===== config.mk =====
export PLATFORM = sky130hd
export DESIGN_NAME = arc_ctrl
export DESIGN_NICKNAME = d
export VERILOG_FILES = /design/src/rtl/arc_pkg.sv /design/src/rtl/arc_pin_sync.sv /design/src/rtl/arc_range_sel.sv /design/src/rtl/arc_ctrl.sv
export SDC_FILE = /design/constraint.sdc
export NUM_CORES = 1
export LEC_CHECK = 0
export ABC_CLOCK_PERIOD_IN_PS = 2400
export BUFFER_PORTS_ARGS = -buffer_cell sky130_fd_sc_hd__buf_2
export CAP_MARGIN = 20
export CORE_UTILIZATION = 40
export CTS_CLUSTER_DIAMETER = 120
export DETAILED_ROUTE_END_ITERATION = 8
export SETUP_SLACK_MARGIN = 0.5
export SLEW_MARGIN = 10
export SYNTH_ARGS = -nofsm -noshare
export SYNTH_HDL_FRONTEND = slang
export SYNTH_SLANG_ARGS = --single-unit

===== constraint.sdc =====
create_clock -name pclk -period 2.4 [get_ports pclk]
set_input_delay 0.12 -clock pclk [delete_from_list [all_inputs] [get_ports pclk]]
set_output_delay 0.12 -clock pclk [all_outputs]
set_load 0.02 [all_outputs]

===== src/rtl/arc_pkg.sv =====
// Shared constants for the autorange converter controller
package arc_pkg;

   ////////////////////////////////////////////////////////////////////////
   // APB register map, byte addresses
   localparam int ADDR_W = 8;
   localparam int DATA_W = 32;
   localparam logic [7:0] CTRL_OFS = 8'h00;
   localparam logic [7:0] STAT_OFS = 8'h04;
   localparam logic [7:0] RES_OFS = 8'h08;
   localparam logic [7:0] CONV_OFS = 8'h0c;

   // Control register fields
   localparam int CTRL_FUNC_LSB = 0;
   localparam int CTRL_HOLD_BIT = 2;
   localparam int CTRL_AC_BIT = 3;
   localparam logic [3:0] CTRL_RST = 4'h0;

   // Status register fields
   localparam int STAT_SEL_LSB = 0;
   localparam int STAT_OVER_BIT = 3;
   localparam int STAT_UNDER_BIT = 4;
   localparam int STAT_BLANK_BIT = 5;
   localparam int STAT_SIGN_BIT = 6;
   localparam int STAT_HALF_BIT = 7;

   ////////////////////////////////////////////////////////////////////////
   // Converter pin side
   localparam int DIGITS = 4;
   localparam int NRANGE = 4;
   localparam int SEL_W = NRANGE - 1;
   localparam int HALF_DIGIT_BIT = 3;
   localparam int SIGN_BIT = 2;
   localparam int OUT_OF_LIMITS_BIT = 0;
   localparam logic [SEL_W-1:0] SEL_TOP = 3'h7;
   localparam logic [SEL_W-1:0] SEL_RST = 3'h0;

   // Function encodings held in the control register
   localparam logic [1:0] FN_VOLT = 2'h0;
   localparam logic [1:0] FN_CURR = 2'h1;
   localparam logic [1:0] FN_OHM = 2'h2;

   // Unit indicator codes
   localparam logic [2:0] UNIT_MV = 3'h0;
   localparam logic [2:0] UNIT_V = 3'h1;
   localparam logic [2:0] UNIT_MA = 3'h2;
   localparam logic [2:0] UNIT_A = 3'h3;
   localparam logic [2:0] UNIT_KOHM = 3'h4;

   // Decimal point: digits right of the point
   localparam logic [1:0] DP_NONE = 2'h0;
   localparam logic [1:0] DP_ONE = 2'h1;
   localparam logic [1:0] DP_TWO = 2'h2;
   localparam logic [1:0] DP_THREE = 2'h3;

endpackage : arc_pkg


===== src/rtl/arc_pin_sync.sv =====
// Two-flop synchroniser for a group of converter pins
`timescale 1ns/1ps
`default_nettype none
module arc_pin_sync #(
   parameter int W = 9
) (
   input wire logic pclk,
   input wire logic presetn,
   input wire logic [W-1:0] pin_in,
   output logic [W-1:0] pin_sync
);

   logic [W-1:0] meta_q;

   ////////////////////////////////////////////////////////////////////////
   // Two flops per bit; first flop feeds only the second
   genvar gi;
   generate
      for (gi = 0; gi < W; gi++) begin : g_bit
         always_ff @(posedge pclk or negedge presetn) begin
            if (!presetn) begin
               meta_q[gi] <= 1'b0;
               pin_sync[gi] <= 1'b0;
            end else begin
               meta_q[gi] <= pin_in[gi];
               pin_sync[gi] <= meta_q[gi];
            end
         end
      end
   endgenerate

endmodule : arc_pin_sync
`default_nettype wire


===== src/rtl/arc_range_sel.sv =====
// Bidirectional range selector with exclusive-OR one-hot decode
`timescale 1ns/1ps
`default_nettype none
module arc_range_sel (
   input wire logic pclk,
   input wire logic presetn,
   input wire logic shift_up,
   input wire logic shift_dn,
   output logic [arc_pkg::SEL_W-1:0] sel_q,
   output logic [arc_pkg::NRANGE-1:0] range_hot
);

   ////////////////////////////////////////////////////////////////////////
   // shift toward higher or lower
   // ones or zeros saturate by shifting
   always_ff @(posedge pclk or negedge presetn) begin
      if (!presetn) begin
         sel_q <= arc_pkg::SEL_RST;
      end else if (shift_up) begin
         sel_q <= {sel_q[arc_pkg::SEL_W-2:0], 1'b1};
      end else if (shift_dn) begin
         sel_q <= {1'b0, sel_q[arc_pkg::SEL_W-1:1]};
      end
   end

   assign range_hot[0] = ~sel_q[0];
   assign range_hot[arc_pkg::NRANGE-1] = sel_q[arc_pkg::SEL_W-1];
   genvar gi;
   generate
      for (gi = 1; gi < arc_pkg::SEL_W; gi++) begin : g_xor
         assign range_hot[gi] = sel_q[gi-1] ^ sel_q[gi];
      end
   endgenerate

   one_hot_a: assert property (@(posedge pclk) disable iff (!presetn)
      $onehot(range_hot))
      else $error("range decode not one-hot");

   top_sat_a: assert property (@(posedge pclk) disable iff (!presetn)
      (sel_q == arc_pkg::SEL_TOP) && shift_up |=> sel_q == arc_pkg::SEL_TOP)
      else $error("top range not held");

endmodule : arc_range_sel
`default_nettype wire


===== src/rtl/arc_ctrl.sv =====
// Autorange controller for a multiplexed BCD dual-ramp converter
//
// The register offsets and the APB slave port were decided locally.
`timescale 1ns/1ps
`default_nettype none

module arc_ctrl (
   input wire logic pclk,
   input wire logic presetn,
   input wire logic psel,
   input wire logic penable,
   input wire logic pwrite,
   input wire logic [arc_pkg::ADDR_W-1:0] paddr,
   input wire logic [arc_pkg::DATA_W-1:0] pwdata,
   input wire logic [3:0] pstrb,
   output logic [arc_pkg::DATA_W-1:0] prdata,
   output logic pready,
   output logic pslverr,
   input wire logic [3:0] bcd_in,
   input wire logic [arc_pkg::DIGITS-1:0] digit_sel,
   input wire logic conv_done,
   output logic display_update,
   output logic [arc_pkg::NRANGE-1:0] relay,
   output logic ref_2v_on,
   output logic ref_200mv_on,
   output logic integ_low_r_on,
   output logic [arc_pkg::NRANGE-1:0] curr_route,
   output logic ac_path_on,
   output logic display_blank,
   output logic top_seg_bc,
   output logic [1:0] decimal_point_position,
   output logic [2:0] unit_code
);

   ////////////////////////////////////////////////////////////////////////
   // Pin synchronisation
   logic [8:0] pins_s;
   logic [3:0] bcd_s;
   logic [arc_pkg::DIGITS-1:0] dsel_s;
   logic done_s;
   logic done_prev_q;
   logic conv_evt;

   arc_pin_sync #(
      .W(9)
   ) u_sync (
      .pclk(pclk),
      .presetn(presetn),
      .pin_in({conv_done, digit_sel, bcd_in}),
      .pin_sync(pins_s)
   );

   assign bcd_s = pins_s[3:0];
   assign dsel_s = pins_s[7:4];
   assign done_s = pins_s[8];

   // Edge of the done pulse; a slow converter clock keeps it wide enough
   always_ff @(posedge pclk or negedge presetn) begin
      if (!presetn) begin
         done_prev_q <= 1'b0;
      end else begin
         done_prev_q <= done_s;
      end
   end
   assign conv_evt = done_s & ~done_prev_q;

   ////////////////////////////////////////////////////////////////////////
   // Digit capture; index 0 is the top digit
   logic [3:0] dig_q [arc_pkg::DIGITS];
   logic [3:0] top_digit_code;

   genvar gi;
   generate
      for (gi = 0; gi < arc_pkg::DIGITS; gi++) begin : g_dig
         always_ff @(posedge pclk or negedge presetn) begin
            if (!presetn) begin
               dig_q[gi] <= 4'h0;
            end else if (dsel_s[gi]) begin
               dig_q[gi] <= bcd_s;
            end
         end
      end
   endgenerate
   assign top_digit_code = dig_q[0];

   ////////////////////////////////////////////////////////////////////////
   // Top-digit decode
   logic half_digit_bit;
   logic sign_bit;
   logic out_of_limits_bit;
   logic over_now;
   logic under_limit_flag;

   assign half_digit_bit = top_digit_code[arc_pkg::HALF_DIGIT_BIT];
   assign sign_bit = top_digit_code[arc_pkg::SIGN_BIT];
   // kind of out-of-range from bit 3
   assign out_of_limits_bit = top_digit_code[arc_pkg::OUT_OF_LIMITS_BIT];
   assign over_now = out_of_limits_bit & ~half_digit_bit;
   assign under_limit_flag = out_of_limits_bit & half_digit_bit;

   ////////////////////////////////////////////////////////////////////////
   // Control register and APB slave
   logic [3:0] ctrl_q;
   logic [1:0] func;
   logic hold;
   logic wr_en;
   logic setup;
   logic [15:0] conv_cnt_q;
   logic [7:0] status_word;

   assign func = ctrl_q[arc_pkg::CTRL_FUNC_LSB +: 2];
   assign hold = ctrl_q[arc_pkg::CTRL_HOLD_BIT];
   assign setup = psel & ~penable;
   assign wr_en = psel & penable & pwrite;
   // Zero wait states; read data is set up a cycle early
   assign pready = 1'b1;

   // Only byte lane 0 carries control bits
   always_ff @(posedge pclk or negedge presetn) begin
      if (!presetn) begin
         ctrl_q <= arc_pkg::CTRL_RST;
      end else if (wr_en && paddr == arc_pkg::CTRL_OFS && pstrb[0]) begin
         ctrl_q <= pwdata[3:0];
      end
   end

   // Read mux registered in setup so prdata comes from a flop
   always_ff @(posedge pclk or negedge presetn) begin
      if (!presetn) begin
         prdata <= '0;
         pslverr <= 1'b0;
      end else if (setup) begin
         pslverr <= 1'b0;
         prdata <= '0;
         unique case (paddr)
            arc_pkg::CTRL_OFS: prdata[3:0] <= ctrl_q;
            arc_pkg::STAT_OFS: prdata[7:0] <= status_word;
            arc_pkg::RES_OFS: prdata[15:0] <= {dig_q[0], dig_q[1],
                                               dig_q[2], dig_q[3]};
            arc_pkg::CONV_OFS: prdata[15:0] <= conv_cnt_q;
            default: pslverr <= 1'b1;
         endcase
      end
   end

   ////////////////////////////////////////////////////////////////////////
   // Range stepping
   logic over_q;
   logic under_q;
   logic shift_up;
   logic shift_dn;
   logic [arc_pkg::SEL_W-1:0] sel_q;
   logic [arc_pkg::NRANGE-1:0] range_hot;

   // flags sampled at each done pulse
   always_ff @(posedge pclk or negedge presetn) begin
      if (!presetn) begin
         over_q <= 1'b0;
         under_q <= 1'b0;
         conv_cnt_q <= 16'h0000;
      end else if (conv_evt) begin
         over_q <= over_now;
         under_q <= under_limit_flag;
         conv_cnt_q <= conv_cnt_q + 16'h0001;
      end
   end

   assign shift_up = conv_evt & over_now & ~hold;
   assign shift_dn = conv_evt & under_limit_flag & ~hold;

   arc_range_sel u_range (
      .pclk(pclk),
      .presetn(presetn),
      .shift_up(shift_up),
      .shift_dn(shift_dn),
      .sel_q(sel_q),
      .range_hot(range_hot)
   );

   ////////////////////////////////////////////////////////////////////////
   // Display blink on top-range overrange
   logic blank_q;

   // toggle each conversion, half the rate
   always_ff @(posedge pclk or negedge presetn) begin
      if (!presetn) begin
         blank_q <= 1'b0;
      end else if (conv_evt) begin
         if (over_now && sel_q == arc_pkg::SEL_TOP) begin
            blank_q <= ~blank_q;
         end else begin
            blank_q <= 1'b0;
         end
      end
   end

   // Status bits gathered for the read mux
   always_comb begin
      status_word = 8'h00;
      status_word[arc_pkg::STAT_SEL_LSB +: arc_pkg::SEL_W] = sel_q;
      status_word[arc_pkg::STAT_OVER_BIT] = over_q;
      status_word[arc_pkg::STAT_UNDER_BIT] = under_q;
      status_word[arc_pkg::STAT_BLANK_BIT] = blank_q;
      status_word[arc_pkg::STAT_SIGN_BIT] = sign_bit;
      status_word[arc_pkg::STAT_HALF_BIT] = half_digit_bit;
   end

   ////////////////////////////////////////////////////////////////////////
   // Scale, point and unit for the present function and range
   logic use_200mv;
   logic [1:0] dp_d;
   logic [2:0] unit_d;

   assign use_200mv = (func == arc_pkg::FN_CURR) ||
                      (func != arc_pkg::FN_OHM && range_hot[0]);

   always_comb begin
      dp_d = arc_pkg::DP_ONE;
      unit_d = arc_pkg::UNIT_V;
      unique case (func)
         arc_pkg::FN_CURR: begin
            unit_d = range_hot[3] ? arc_pkg::UNIT_A : arc_pkg::UNIT_MA;
            if (range_hot[0] || range_hot[3]) begin
               dp_d = arc_pkg::DP_THREE;
            end else if (range_hot[1]) begin
               dp_d = arc_pkg::DP_TWO;
            end
         end
         arc_pkg::FN_OHM: begin
            unit_d = arc_pkg::UNIT_KOHM;
            if (range_hot[0]) begin
               dp_d = arc_pkg::DP_THREE;
            end else if (range_hot[1]) begin
               dp_d = arc_pkg::DP_TWO;
            end else if (range_hot[3]) begin
               dp_d = arc_pkg::DP_NONE;
            end
         end
         default: begin
            // Unused code 3 falls back to voltage
            if (range_hot[0]) begin
               unit_d = arc_pkg::UNIT_MV;
            end else if (range_hot[1]) begin
               dp_d = arc_pkg::DP_THREE;
            end else if (range_hot[2]) begin
               dp_d = arc_pkg::DP_TWO;
            end
         end
      endcase
   end

   ////////////////////////////////////////////////////////////////////////
   // Registered pin outputs
   // done echoed to update pin
   always_ff @(posedge pclk or negedge presetn) begin
      if (!presetn) begin
         display_update <= 1'b0;
      end else begin
         display_update <= done_s;
      end
   end

   // low integrator resistance on 200 mV
   always_ff @(posedge pclk or negedge presetn) begin
      if (!presetn) begin
         relay <= 4'h0;
         ref_2v_on <= 1'b0;
         ref_200mv_on <= 1'b0;
         integ_low_r_on <= 1'b0;
         curr_route <= 4'h0;
         ac_path_on <= 1'b0;
      end else begin
         relay <= range_hot;
         ref_2v_on <= ~use_200mv;
         ref_200mv_on <= use_200mv;
         integ_low_r_on <= use_200mv;
         curr_route <= (func == arc_pkg::FN_CURR) ? range_hot : 4'h0;
         ac_path_on <= ctrl_q[arc_pkg::CTRL_AC_BIT];
      end
   end

   // leading one drives b and c
   always_ff @(posedge pclk or negedge presetn) begin
      if (!presetn) begin
         display_blank <= 1'b0;
         top_seg_bc <= 1'b0;
         decimal_point_position <= arc_pkg::DP_NONE;
         unit_code <= arc_pkg::UNIT_MV;
      end else begin
         display_blank <= blank_q;
         top_seg_bc <= ~half_digit_bit & ~blank_q;
         decimal_point_position <= dp_d;
         unit_code <= unit_d;
      end
   end

   ////////////////////////////////////////////////////////////////////////
   // Checks
   // overrange moves range up
   shift_up_a: assert property (@(posedge pclk) disable iff (!presetn)
      conv_evt && over_now && !hold && sel_q != arc_pkg::SEL_TOP
      |=> sel_q == {$past(sel_q[1:0]), 1'b1})
      else $error("overrange did not step up");

   shift_dn_a: assert property (@(posedge pclk) disable iff (!presetn)
      conv_evt && under_limit_flag && !hold
      |=> sel_q == {1'b0, $past(sel_q[2:1])})
      else $error("underrange did not step down");

   keep_range_a: assert property (@(posedge pclk) disable iff (!presetn)
      !shift_up && !shift_dn |=> $stable(sel_q))
      else $error("range moved without cause");

   hold_keep_a: assert property (@(posedge pclk) disable iff (!presetn)
      hold && conv_evt |=> $stable(sel_q))
      else $error("range moved under hold");

   echo_upd_a: assert property (@(posedge pclk) disable iff (!presetn)
      $rose(done_s) |=> display_update)
      else $error("display update not echoed");

   ref_select_a: assert property (@(posedge pclk) disable iff (!presetn)
      ##1 $past(func) == arc_pkg::FN_CURR |-> ref_200mv_on && !ref_2v_on)
      else $error("current mode without 200 mV reference");

   integ_path_a: assert property (@(posedge pclk) disable iff (!presetn)
      ##1 integ_low_r_on == ref_200mv_on &&
      integ_low_r_on == (relay[0] ? $past(func) != arc_pkg::FN_OHM
                                  : $past(func) == arc_pkg::FN_CURR))
      else $error("integrator switch disagrees with reference");

   curr_route_a: assert property (@(posedge pclk) disable iff (!presetn)
      $past(func) != arc_pkg::FN_CURR |-> curr_route == 4'h0)
      else $error("sense route outside current mode");

   blink_tgl_a: assert property (@(posedge pclk) disable iff (!presetn)
      conv_evt && over_now && sel_q == arc_pkg::SEL_TOP
      |=> blank_q != $past(blank_q) ##1 display_blank == blank_q)
      else $error("blink did not toggle");

   seg_bc_a: assert property (@(posedge pclk) disable iff (!presetn)
      display_blank |-> !top_seg_bc)
      else $error("segments lit while blanked");

endmodule : arc_ctrl
`default_nettype wire


## Word level (Yosys, flattened, before mapping)

Cells that the tools add are included.

- Multiplexer cells: 20
- Equality and inequality tests: 7
- Bitwise logic cells: 20
- Reduce and logical (&&, ||, !) cells: 9
- $add $sub $neg: 1

Operators with widths:

| kind | count |
|---|---|
| $add A16 B1 Y16 const B | 1 |
| $eq A8 B4 Y1 const B | 2 |
| $pmux W4 S4 | 1 |
| $pmux W8 S2 | 1 |
| $mux W2 | 7 |
| $pmux W4 S3 | 1 |
| $and A1 B1 Y1 | 11 |
| $eq A8 B3 Y1 const B | 1 |
| $logic_not A8 Y1 | 1 |
| $not A1 Y1 | 7 |
| $mux W3 | 2 |
| $pmux W3 S2 | 1 |
| $mux W1 | 5 |
| $logic_and A1 B1 Y1 | 4 |
| $mux W4 | 1 |
| $pmux W2 S2 | 1 |
| $reduce_or A4 Y1 | 1 |
| $eq A3 B3 Y1 const B | 1 |
| $eq A2 B1 Y1 const B | 1 |
| $eq A2 B2 Y1 const B | 1 |
| $logic_or A1 B1 Y1 | 2 |
| $ne A2 B2 Y1 const B | 1 |
| $reduce_bool A2 Y1 | 1 |
| $xor A1 B1 Y1 | 2 |

- Logic and storage cells: 97
- Output and inout bits: 54
- Bits in registers: 96

## Depth between registers and ports, before layout

Gate-level depths: netlist of run 1.

- Word-level depth: 6
- Depth in mapped cells: 6

## By module

A second synthesis of run 1 with hierarchy kept.

- Cells, all modules: 307
- Area total of the unflattened synthesis: 3913.8 um^2

Modules (own cells, without submodules):

| module | cells each | area an instance (um^2) | instances |
|---|---|---|---|
| arc_ctrl | 273 | 3310.7 | 1 |
| arc_pin_sync | 18 | 450.4 | 1 |
| arc_range_sel | 16 | 152.6 | 1 |

## Worst setup path after synthesis of run 1

No wires, ideal clock.

- Kind: register to register
- From: register, netlist name display_update
- To: register conv_cnt_q[15]
- Buffers on the path: 1
- Clock period less this slack: 1811 ps
- Data required time: 2278 ps
- Slack: 589 ps
- Arrival time: 1689 ps
- Stages on the path, launching flop included: 6
- Path through: dfrtp_1 > nand2b_1 > buf_6 > or3_4 > or4_4 > xnor2_2

RTL lines:

| element | line | source |
|---|---|---|
| end signal, assigned | arc_ctrl.sv:164 | `conv_cnt_q <= conv_cnt_q + 16'h0001;` |
| end, declared | arc_ctrl.sv:108 | `logic [15:0] conv_cnt_q;` |

==> report_table.html, run 1 <==
<table>
<tr><th>Metric</th><th>Value</th></tr>
<tr><th colspan="2">Outcome</th></tr>
<tr><td>Run status</td><td>finished clean</td></tr>
<tr><th colspan="2">Detailed routing</th></tr>
<tr><td>Pre-antenna DRT Iters</td><td>4</td></tr>
<tr><td>Wire length on met1</td><td>3495 um</td></tr>
<tr><td>Total DRC errors in the routed layout</td><td>0</td></tr>
<tr><td>Number of vias per cell after detailed routing</td><td>around 4.6</td></tr>
<tr><td>Number of nets still failing antenna checks after routing</td><td>0</td></tr>
<tr><td>Met3 wire length</td><td>316 um</td></tr>
<tr><td>Uppermost metal layer occupied by signal nets</td><td>met4</td></tr>
<tr><td>Number of vias after detailed routing</td><td>2384</td></tr>
<tr><td>Met2 wirelength from detailed routing</td><td>around 3200 um</td></tr>
<tr><td>Avg WL per Cell</td><td>roughly 14 um</td></tr>
<tr><td>Number of DRC violations after detailed-routing iteration 0</td><td>68</td></tr>
<tr><td>Total Wirelength</td><td>roughly 7100 um</td></tr>
<tr><th colspan="2">CTS</th></tr>
<tr><td>Maximum clock insertion buffer count</td><td>2</td></tr>
<tr><td>Worst-Skew Late Latency</td><td>0.36 ns</td></tr>
<tr><td>Buffers inserted during post-CTS setup optimization</td><td>0</td></tr>
<tr><td>Number of clock sinks seen by CTS</td><td>96</td></tr>
<tr><td>Maximum level of the CTS H-tree</td><td>3</td></tr>
<tr><td>Number of buffers inserted during clock tree synthesis</td><td>9</td></tr>
<tr><td>TritonCTS clock tree</td><td>built</td></tr>
<tr><td>CTS clk-pin slew, worst paths</td><td>0.10 ns</td></tr>
<tr><td>Clock root cell</td><td>clkbuf_8</td></tr>
<tr><th colspan="2">GRT</th></tr>
<tr><td>Initial antenna violation count</td><td>0</td></tr>
<tr><td>Maximum number of pins on one net before global-route repair</td><td>65</td></tr>
<tr><td>Overall track demand over capacity in global routing</td><td>~16%</td></tr>
<tr><td>First-pass GRT wire length</td><td>~12000 um</td></tr>
<tr><td>GRT Residual Overflow</td><td>0</td></tr>
<tr><td>Vias in the first global route</td><td>2306</td></tr>
<tr><th colspan="2">Critical path</th></tr>
<tr><td>Length in cells of the worst reg-to-reg path</td><td>4</td></tr>
<tr><td>WP buf/inv</td><td>0</td></tr>
<tr><td>Type of element capturing the critical path</td><td>register</td></tr>
<tr><td>Crit path DAT</td><td>2.03 ns</td></tr>
<tr><td>End of the worst register-to-register path</td><td>conv_cnt_q[15]</td></tr>
<tr><td>Required time worst endpoint</td><td>2.66 ns</td></tr>
<tr><td>CP Max Fanout</td><td>7</td></tr>
<tr><td>Crit-path slowest cell</td><td>or4_4</td></tr>
<tr><td>Cell count along the critical path</td><td>4</td></tr>
<tr><td>Cell family contributing the most delay on the critical path</td><td>simple AND/OR/NAND/NOR gates</td></tr>
<tr><td>Minimum setup slack among reg-to-reg paths</td><td>0.63 ns</td></tr>
<tr><td>Critical Path, Cell by Cell</td><td>nand2b_1 -&gt; or3_4 -&gt; or4_4 -&gt; xnor2_2</td></tr>
<tr><td>Worst r2r src</td><td>display_update</td></tr>
<tr><td>Sort of element at the start of the critical path</td><td>register</td></tr>
<tr><td>Delay of the slowest critical-path stage</td><td>0.44 ns</td></tr>
<tr><td>Worst setup path startpoint</td><td>display_update</td></tr>
<tr><td>Critical Setup Path Class</td><td>register to register</td></tr>
<tr><th colspan="2">Power and ir drop</th></tr>
<tr><td>IR drop worst, VDD</td><td>298.0 uV</td></tr>
<tr><td>Seq pwr share</td><td>55.2%</td></tr>
<tr><td>Cell leakage power</td><td>2.261 nW</td></tr>
<tr><td>Switching part of the total</td><td>between 30% and 40%</td></tr>
<tr><td>Clock network fraction of total power</td><td>between 20% and 30%</td></tr>
<tr><td>Internal power component</td><td>0.002441 W</td></tr>
<tr><td>Net switching power figure</td><td>0.001085 W</td></tr>
<tr><td>Total power of the final layout</td><td>0.003526 W</td></tr>
<tr><td>Logic gate share of total power</td><td>16.6%</td></tr>
<tr><td>Power density cells</td><td>765.1 mW/mm2</td></tr>
<tr><th colspan="2">Logic synthesis</th></tr>
<tr><td>Warning count from the yosys run</td><td>0</td></tr>
<tr><td>Proportion of synthesized chip area in sequential cells</td><td>around three fifths</td></tr>
<tr><td>Number of instances in the synthesized netlist</td><td>303</td></tr>
<tr><td>Predominant post-synthesis flop cell</td><td>dfrtp_1</td></tr>
<tr><td>Post-synthesis average cell area</td><td>12.86 um2</td></tr>
<tr><td>EDFF count, synth</td><td>0</td></tr>
<tr><td>Post-synth cell types</td><td>39</td></tr>
<tr><td>Post-synthesis register bit count</td><td>96</td></tr>
<tr><td>Area of the mapped netlist</td><td>~0.0039 mm2</td></tr>
<tr><td>Proportion of register bits with asynchronous set or reset after synthesis</td><td>100.0%</td></tr>
<tr><th colspan="2">Timing</th></tr>
<tr><td>Clock tree skew after final layout</td><td>between 0.015 and 0.02 ns</td></tr>
<tr><td>Unrepaired setup endpoints after global routing</td><td>no</td></tr>
<tr><td>Fin. Hold Viols</td><td>0</td></tr>
<tr><td>Setup-failing EPs final</td><td>0</td></tr>
<tr><td>Post-route clock period utilization</td><td>73.93%</td></tr>
<tr><td>Tmin final</td><td>1.774 ns</td></tr>
<tr><td>Final max-slew violation count</td><td>0</td></tr>
<tr><td>Final Hold Slack</td><td>0.05801 ns</td></tr>
<tr><td>Highest clock frequency the design can meet</td><td>around 560 MHz</td></tr>
<tr><td>Sum of negative setup slack</td><td>0 ns</td></tr>
<tr><th colspan="2">Worst hold path</th></tr>
<tr><td>Min-Delay Endpoint</td><td>pslverr</td></tr>
<tr><td>Hold path depth</td><td>3</td></tr>
<tr><td>Worst min-delay path class</td><td>input port to register</td></tr>
<tr><td>Start point of the worst min-delay path</td><td>psel</td></tr>
<tr><th colspan="2">Floorplan</th></tr>
<tr><td>X dimension of the die</td><td>100.7 um</td></tr>
<tr><td>Total Die Area</td><td>0.01014 mm2</td></tr>
<tr><td>Starting density of the core</td><td>41.78%</td></tr>
<tr><td># IOs</td><td>112</td></tr>
<tr><td>Height of the die</td><td>a little over 100 um</td></tr>
<tr><td>Core Region</td><td>approximately 0.0093 mm2</td></tr>
<tr><td>Standard-cell row count</td><td>35</td></tr>
<tr><th colspan="2">Final layout</th></tr>
<tr><td>Number of nets in the final layout</td><td>~440</td></tr>
<tr><td>Area Overhead vs Synth</td><td>18.23%</td></tr>
<tr><td>Final Instance Count excl. Fillers</td><td>514</td></tr>
<tr><td>Antenna cells</td><td>0</td></tr>
<tr><td>Share of cells above drive strength 1</td><td>between 30% and 40%</td></tr>
<tr><th colspan="2">Placement</th></tr>
<tr><td>Count of input and output buffers</td><td>63</td></tr>
<tr><td>Cells after DPL</td><td>approximately 480</td></tr>
<tr><td>DP Wirelength</td><td>4995 um</td></tr>
<tr><td>Final Wtd Congestion</td><td>0.7491</td></tr>
<tr><th colspan="2">Run</th></tr>
<tr><td>Number of maximum-capacitance constraint violations</td><td>0</td></tr>
</table>
==> metrics by stage <==
step,cell area (um2),util (%),worst slack [ns]
2_1_floorplan,3954,-,0.5890
3_3_place_gp,4283,45.92,0.6315
5_1_grt,4608,49.40,0.5519
4_1_cts,4608,49.40,0.6093
6_report,4608,49.40,0.6256
3_5_place_dp,4283,45.92,0.6131
==> repair_timing <==
item	CTS	global route
setup endpoints to repair	0	0
gates resized for setup	0	0
hold endpoints to repair	45	0
hold buffers	14	0
==> power groups by stage <==
| stage | sequential [W] | combinational, W | clock [W] |
|---|---|---|---|
| 6_report | 0.00195 | 0.000586 | 0.000993 |
| 5_1_grt | 0.00198 | 0.000655 | 0.00110 |
| 4_1_cts | 0.00195 | 0.000595 | 0.00103 |
| 3_5_place_dp | 0.00198 | 0.000574 | 0 |
| 3_3_place_gp | 0.00198 | 0.000567 | 0 |
| 2_1_floorplan | 0.00200 | 0.000368 | 0 |
==> tightest hold or removal path: stages <==
cell      delay [ns]
buf_2           0.11
nand2b_1        0.09
a21oi_1         0.07
==> synth_stat cells (all sizes together), types with 2 or more instances <==
master  count  area share, %
a21oi       4           0.51
a22o        4           0.90
a22oi       4           0.77
a31oi       2           0.32
and2        2           0.32
buf        20            3.9
clkbuf      9           0.87
conb        2           0.19
dfrtp      96             62
ha          5            1.6
inv        10           0.96
mux2       25            7.2
mux2i       9            2.3
mux4        4            2.3
nand2      27            2.6
nand2b      3           0.48
nand3       6           0.77
nand3b      2           0.39
nand4       6           0.96
nor2       15            1.4
nor2b       3           0.48
o21ai       7           0.90
o31ai       8            1.5
or2         4           0.64
or4         2           0.48
xnor2      10            2.4
xor2        6            1.3
==> logic make-up (layout without fill, tap and decap cells) <==
logic type / count (synthesis) / count (layout) / synth area share [%]
and+or+nand+nor: 76 / 76 / 9.856
AOI/OAI and AO/OA: 31 / 31 / 5.361
adders and majority gates: 5 / 5 / 1.605
muxes: 38 / 38 / 11.85
xor gates and xnor gates: 16 / 16 / 3.788
buffers and inverters: 39 / 106 / 5.714
other: 2 / 17 / 0.1927
DFF: 96 / 96 / 61.64
==> sequential cells by signal (all words and copies together) (netlist names), 9 cells and up <==
signal	count
conv_cnt_q	16
u_sync.meta_q	9
u_sync.pin_sync	9
prdata	16
dig_q	12
==> cell usage in the layout, fill, tap and decap left out, types with 2 or more instances in the layout <==
cell            n
conb_1         17
mux4_2          4
inv_1          10
dlygate4sd3_1  14
o31ai_1         8
nand3b_1        2
clkbuf_8        9
nand2_1        27
xnor2_1         9
dfrtp_1        96
or2_2           4
nor2_1         15
nor2b_1         3
a31oi_1         2
inv_8           2
a22o_1          4
inv_6           2
ha_1            5
buf_4           3
a21oi_1         4
mux2i_1         9
xor2_1          6
mux2_2         25
buf_2          62
o21ai_0         7
nand2b_1        3
a22oi_1         4
and2_1          2
nand3_1         6
nand4_1         6
==> metal layers <==
layer,up-vias,global-route usage (%)
li1,1160,-
met1,1137,21.64
met2,77,24.13
met3,10,3.398
met4,0,6.132
met5,-,0
==> layout make-up <==
| cell class | count | area, um2 |
|---|---|---|
| clock inverter | 7 | 61.31 |
| fill | 857 | 4720 |
| multi-input combinational | 183 | 1329 |
| tap | 129 | 161.4 |
| clock buffer | 9 | 123.9 |
| timing repair buffer | 80 | 493.0 |
| sequential | 96 | 2402 |
| inverter | 10 | 37.54 |
==> worst max-delay path by stage <==
stage / endpoint / slack [ns]
finish: conv_cnt_q[15] / 0.63
floorplan: conv_cnt_q[15] / 0.59
global placement: conv_cnt_q[15] / 0.63
global route: conv_cnt_q[15] / 0.55
CTS: conv_cnt_q[15] / 0.61
detailed placement: conv_cnt_q[15] / 0.61
Power figures use the tool's default switching activity.
==> run 2: changes to the inputs <==
--- a/config.mk
+++ b/config.mk
@@ -5,7 +5,8 @@
 export SDC_FILE = /design/constraint.sdc
 export NUM_CORES = 1
 export LEC_CHECK = 0
-export ABC_CLOCK_PERIOD_IN_PS = 2400
+export ABC_AREA = 1
+export ABC_CLOCK_PERIOD_IN_PS = 1800
 export BUFFER_PORTS_ARGS = -buffer_cell sky130_fd_sc_hd__buf_2
 export CAP_MARGIN = 20
 export CORE_UTILIZATION = 40
==> constraint.sdc (replaced) <==
create_clock -name pclk -period 1.8 [get_ports pclk]
set_input_delay 0.09 -clock pclk [delete_from_list [all_inputs] [get_ports pclk]]
set_output_delay 0.09 -clock pclk [all_outputs]
set_load 0.02 [all_outputs]
==> run 2 against run 1 <==
Against the previous run: clock-buffer cell count did not move; non-clock buffer count rose by 15; via count is 27% higher; global-route usage is 1.2 points higher.
==> report_table.html, run 2 <==
<table>
<tr><th>Metric</th><th>Value</th></tr>
<tr><th colspan="2">Final layout</th></tr>
<tr><td>Most frequent cells in the layout</td><td>dfrtp_1 (91), nand2_1 (77), buf_2 (62) (was dfrtp_1 (96), buf_2 (62), nand2_1 (27))</td></tr>
<tr><td>Largest registers ranked by flip-flop count</td><td>conv_cnt_q x16, prdata x16, dig_q x12 (unchanged)</td></tr>
<tr><td>End-of-flow core utilization</td><td>51.31% (was 49.40%)</td></tr>
<tr><td>Area Overhead vs Synth</td><td>22.65% (was 18.23%)</td></tr>
<tr><td>Number of nets in the final layout</td><td>569 (was 443)</td></tr>
<tr><td>Antenna cells</td><td>0 (unchanged)</td></tr>
<tr><td>Most common library cell in the layout ignoring fill and taps</td><td>dfrtp_1 (unchanged)</td></tr>
<tr><td>Share of cells above drive strength 1</td><td>30.53% (was 30.91%)</td></tr>
<tr><td>Number of filler instances in the final layout</td><td>905 (was 857)</td></tr>
<tr><th colspan="2">Timing</th></tr>
<tr><td>Post-route worst setup slack</td><td>0.4559 ns (was 0.6256 ns)</td></tr>
<tr><td>Post-route clock period utilization</td><td>74.67% (was 73.93%)</td></tr>
<tr><td>Unrepaired setup endpoints after global routing</td><td>yes (was no)</td></tr>
<tr><td>Final Hold Slack</td><td>0.01612 ns (was 0.05801 ns)</td></tr>
<tr><td>Highest clock frequency the design can meet</td><td>744.0 MHz (was 563.6 MHz)</td></tr>
<tr><td>Clock tree skew after final layout</td><td>0.008114 ns (was 0.01549 ns)</td></tr>
<tr><td>Tmin final</td><td>1.344 ns (was 1.774 ns)</td></tr>
<tr><td>Sum of negative setup slack</td><td>0 ns (unchanged)</td></tr>
<tr><td>Fin. Hold Viols</td><td>0 (unchanged)</td></tr>
<tr><td>Final max-slew violation count</td><td>0 (unchanged)</td></tr>
<tr><td>Setup-failing EPs final</td><td>0 (unchanged)</td></tr>
<tr><th colspan="2">Logic synthesis</th></tr>
<tr><td>Count leader, synth</td><td>dfrtp_1 (unchanged)</td></tr>
<tr><td>Number of instances in the synthesized netlist</td><td>411 (was 303)</td></tr>
<tr><td>Post-synthesis average cell area</td><td>10.04 um2 (was 12.86 um2)</td></tr>
<tr><td>Proportion of register bits with asynchronous set or reset after synthesis</td><td>100.0% (unchanged)</td></tr>
<tr><td>Cell taking the most area after synthesis</td><td>dfrtp_1 (unchanged)</td></tr>
<tr><td>Share of the synthesized area in the top cell type</td><td>58.22% (was 61.64%)</td></tr>
<tr><td>Area of the mapped netlist</td><td>0.004126 mm2 (was 0.003897 mm2)</td></tr>
<tr><td>Post-synthesis register bit count</td><td>96 (unchanged)</td></tr>
<tr><td>Predominant post-synthesis flop cell</td><td>dfrtp_1 (unchanged)</td></tr>
<tr><td>Cells taking the most area after synthesis</td><td>dfrtp_1 (58%), nand2_1 (7.1%), nand3_1 (6.3%) (was dfrtp_1 (62%), mux2_2 (7.2%), buf_4 (3.5%))</td></tr>
<tr><td>Post-synth cell types</td><td>30 (was 39)</td></tr>
<tr><td>Warning count from the yosys run</td><td>0 (unchanged)</td></tr>
<tr><td>EDFF count, synth</td><td>0 (unchanged)</td></tr>
<tr><td>Proportion of synthesized chip area in sequential cells</td><td>58.22% (was 61.64%)</td></tr>
<tr><td>Ranking of synthesized cells by instance count</td><td>dfrtp_1 (96), nand2_1 (78), nand3_1 (52), inv_1 (36), nor2_1 (26) (was dfrtp_1 (96), nand2_1 (27), mux2_2 (25), buf_4 (18), nor2_1 (15))</td></tr>
<tr><th colspan="2">Detailed routing</th></tr>
<tr><td>Total Wirelength</td><td>8504 um (was 7136 um)</td></tr>
<tr><td>Total DRC errors in the routed layout</td><td>0 (unchanged)</td></tr>
<tr><td>Number of nets still failing antenna checks after routing</td><td>0 (unchanged)</td></tr>
<tr><td>Avg WL per Cell</td><td>13.20 um (was 13.88 um)</td></tr>
<tr><td>Number of vias after detailed routing</td><td>3030 (was 2384)</td></tr>
<tr><td>Pre-antenna DRT Iters</td><td>4 (unchanged)</td></tr>
<tr><td>Number of DRC violations after detailed-routing iteration 0</td><td>118 (was 68)</td></tr>
<tr><td>Number of vias per cell after detailed routing</td><td>4.705 (was 4.638)</td></tr>
<tr><th colspan="2">Power and ir drop</th></tr>
<tr><td>Power density cells</td><td>958.6 mW/mm2 (was 765.1 mW/mm2)</td></tr>
<tr><td>Cell leakage power</td><td>2.508 nW (was 2.261 nW)</td></tr>
<tr><td>Total power of the final layout</td><td>0.004852 W (was 0.003526 W)</td></tr>
<tr><td>IR drop worst, VDD</td><td>501.1 uV (was 298.0 uV)</td></tr>
<tr><th colspan="2">CTS</th></tr>
<tr><td>Maximum level of the CTS H-tree</td><td>3 (unchanged)</td></tr>
<tr><td>Number of buffers inserted during clock tree synthesis</td><td>9 (unchanged)</td></tr>
<tr><td>Maximum clock insertion buffer count</td><td>2 (unchanged)</td></tr>
<tr><td>Clock root cell</td><td>clkbuf_8 (unchanged)</td></tr>
<tr><td>Number of clock sinks seen by CTS</td><td>96 (unchanged)</td></tr>
<tr><td>Worst-Skew Late Latency</td><td>0.37 ns (was 0.36 ns)</td></tr>
<tr><td>CTS clk-pin slew, worst paths</td><td>0.10 ns (about the same)</td></tr>
<tr><td>TritonCTS clock tree</td><td>built (unchanged)</td></tr>
<tr><th colspan="2">Critical path</th></tr>
<tr><td>Required time worst endpoint</td><td>2.10 ns (was 2.66 ns)</td></tr>
<tr><td>Cell family contributing the most delay on the critical path</td><td>flip-flops (was simple AND/OR/NAND/NOR gates)</td></tr>
<tr><td>Crit path DAT</td><td>1.64 ns (was 2.03 ns)</td></tr>
<tr><td>Critical Path, Cell by Cell</td><td>ha_2 -&gt; buf_4 -&gt; inv_1 -&gt; nor2_4 -&gt; nand4_1 -&gt; nor2_1 -&gt; xor2_1 (was nand2b_1 -&gt; or3_4 -&gt; or4_4 -&gt; xnor2_2)</td></tr>
<tr><td>Sort of element at the start of the critical path</td><td>register (unchanged)</td></tr>
<tr><td>Delay of the slowest critical-path stage</td><td>0.41 ns (was 0.44 ns)</td></tr>
<tr><td>WP buf/inv</td><td>2 (was 0)</td></tr>
<tr><td>CP Max Fanout</td><td>4 (was 7)</td></tr>
<tr><td>Type of element capturing the critical path</td><td>register (unchanged)</td></tr>
<tr><td>Crit-path slowest cell</td><td>dfrtp_1 (was or4_4)</td></tr>
<tr><td>Critical Setup Path Class</td><td>register to register (unchanged)</td></tr>
<tr><th colspan="2">GRT</th></tr>
<tr><td>GRT Residual Overflow</td><td>0 (unchanged)</td></tr>
<tr><td>Vias in the first global route</td><td>3021 (was 2306)</td></tr>
<tr><td>Initial antenna violation count</td><td>0 (unchanged)</td></tr>
<tr><td>First-pass GRT wire length</td><td>14190 um (was 11790 um)</td></tr>
<tr><td>Overall track demand over capacity in global routing</td><td>16.81% (was 15.64%)</td></tr>
<tr><td>Maximum number of pins on one net before global-route repair</td><td>45 (was 65)</td></tr>
<tr><th colspan="2">Run</th></tr>
<tr><td>Number of maximum-capacitance constraint violations</td><td>0 (unchanged)</td></tr>
<tr><th colspan="2">Floorplan</th></tr>
<tr><td>X dimension of the die</td><td>103.6 um (was 100.7 um)</td></tr>
<tr><td>Total Die Area</td><td>0.01073 mm2 (was 0.01014 mm2)</td></tr>
<tr><td># IOs</td><td>112 (unchanged)</td></tr>
<tr><td>Starting density of the core</td><td>41.83% (was 41.78%)</td></tr>
<tr><td>Core Region</td><td>0.009864 mm2 (was 0.009328 mm2)</td></tr>
<tr><td>Standard-cell row count</td><td>36 (was 35)</td></tr>
<tr><td>Height of the die</td><td>103.6 um (was 100.7 um)</td></tr>
<tr><th colspan="2">Worst hold path</th></tr>
<tr><td>Worst min-delay path class</td><td>input port to register (unchanged)</td></tr>
<tr><th colspan="2">Placement</th></tr>
<tr><td>Count of input and output buffers</td><td>63 (unchanged)</td></tr>
<tr><td>Worst slack, placed</td><td>0.4035 ns (was 0.6131 ns)</td></tr>
<tr><td>Final Wtd Congestion</td><td>0.8084 (was 0.7491)</td></tr>
<tr><td>DP Wirelength</td><td>5948 um (was 4995 um)</td></tr>
<tr><th colspan="2">Outcome</th></tr>
<tr><td>Run status</td><td>finished clean (unchanged)</td></tr>
</table>
[run 2: path summary, 6_finish.rpt]
path,startpoint,end,slack [ns],depth (start not counted)
max,conv_cnt_q[1],conv_cnt_q[14],0.46,7
min,pwdata[1],ctrl_q[1],0.02,3
max reg2reg,conv_cnt_q[1],conv_cnt_q[14],0.46,7
min reg2reg,u_sync.meta_q[1],u_sync.pin_sync[1],0.36,0
max in group asynchronous,presetn,prdata[6],0.98,3
min in group asynchronous,presetn,integ_low_r_on,0.22,2
[run 2: worst min-delay path: cells and delay by family]
kind | cells | cell delay [ns]
simple gates | 1 | 0.10
compound gates | 1 | 0.05
buf+inv | 1 | 0.10
[run 2: area by class of cell]
cell class / instances / area (um2) / share of cell area (%)
clock buffer: 9 / 123.9 / 2.447
timing repair buffer: 95 / 603.1 / 11.92
multi-input combinational: 266 / 1545 / 30.53
clock inverter: 7 / 71.32 / 1.409
sequential: 96 / 2409 / 47.59
inverter: 38 / 142.6 / 2.818
tap: 133 / 166.4 / 3.288
[run 2: through the flow]
stage                     cells  area (um2)
final                       644        5061
after global routing        644        5061
after CTS                   633        4905
after detailed placement    600        4523
after global placement      600        4523
after floorplan             426        4183
[run 2: cell families (layout without fill, tap and decap cells)]
logic type      count (synthesis)  in the layout  synth area share (%)
flops                          96             96                 58.22
other cells                     2             17                0.1820
buf+inv                        65            149                 8.156
fa+ha+maj                       5              5                 1.516
simple gates                  184            185                 21.26
xor+xnor                       11             11                 2.335
mux                            14             14                 3.820
compound gates                 34             34                 4.518
[run 2: where the power goes]
group	leakage [nW]	switching (W)	internal, W
logic	1.22	0.000532	0.000379
clock network	0.0999	0.000828	0.000546
registers	1.19	0.000186	0.00238
total	2.51	0.00155	0.00331
[run 2: metal layers]
| layer | GRT usage, % | up-vias | routed length (um) |
|---|---|---|---|
| li1 | - | 1488 | - |
| met1 | 20.71 | 1439 | 3794 |
| met2 | 27.23 | 82 | 4061 |
| met3 | 5.098 | 21 | 410 |
| met4 | 7.557 | 0 | 238 |
| met5 | 0 | - | 0 |
[run 2: what timing repair did]
action,in CTS,in global routing
endpoints found under the hold margin,47,0
endpoints found under the setup margin,9,15
gates resized for setup,6,23
gates cloned,0,1
buffers inserted,4,10
pin swaps,4,9
hold buffers,13,0
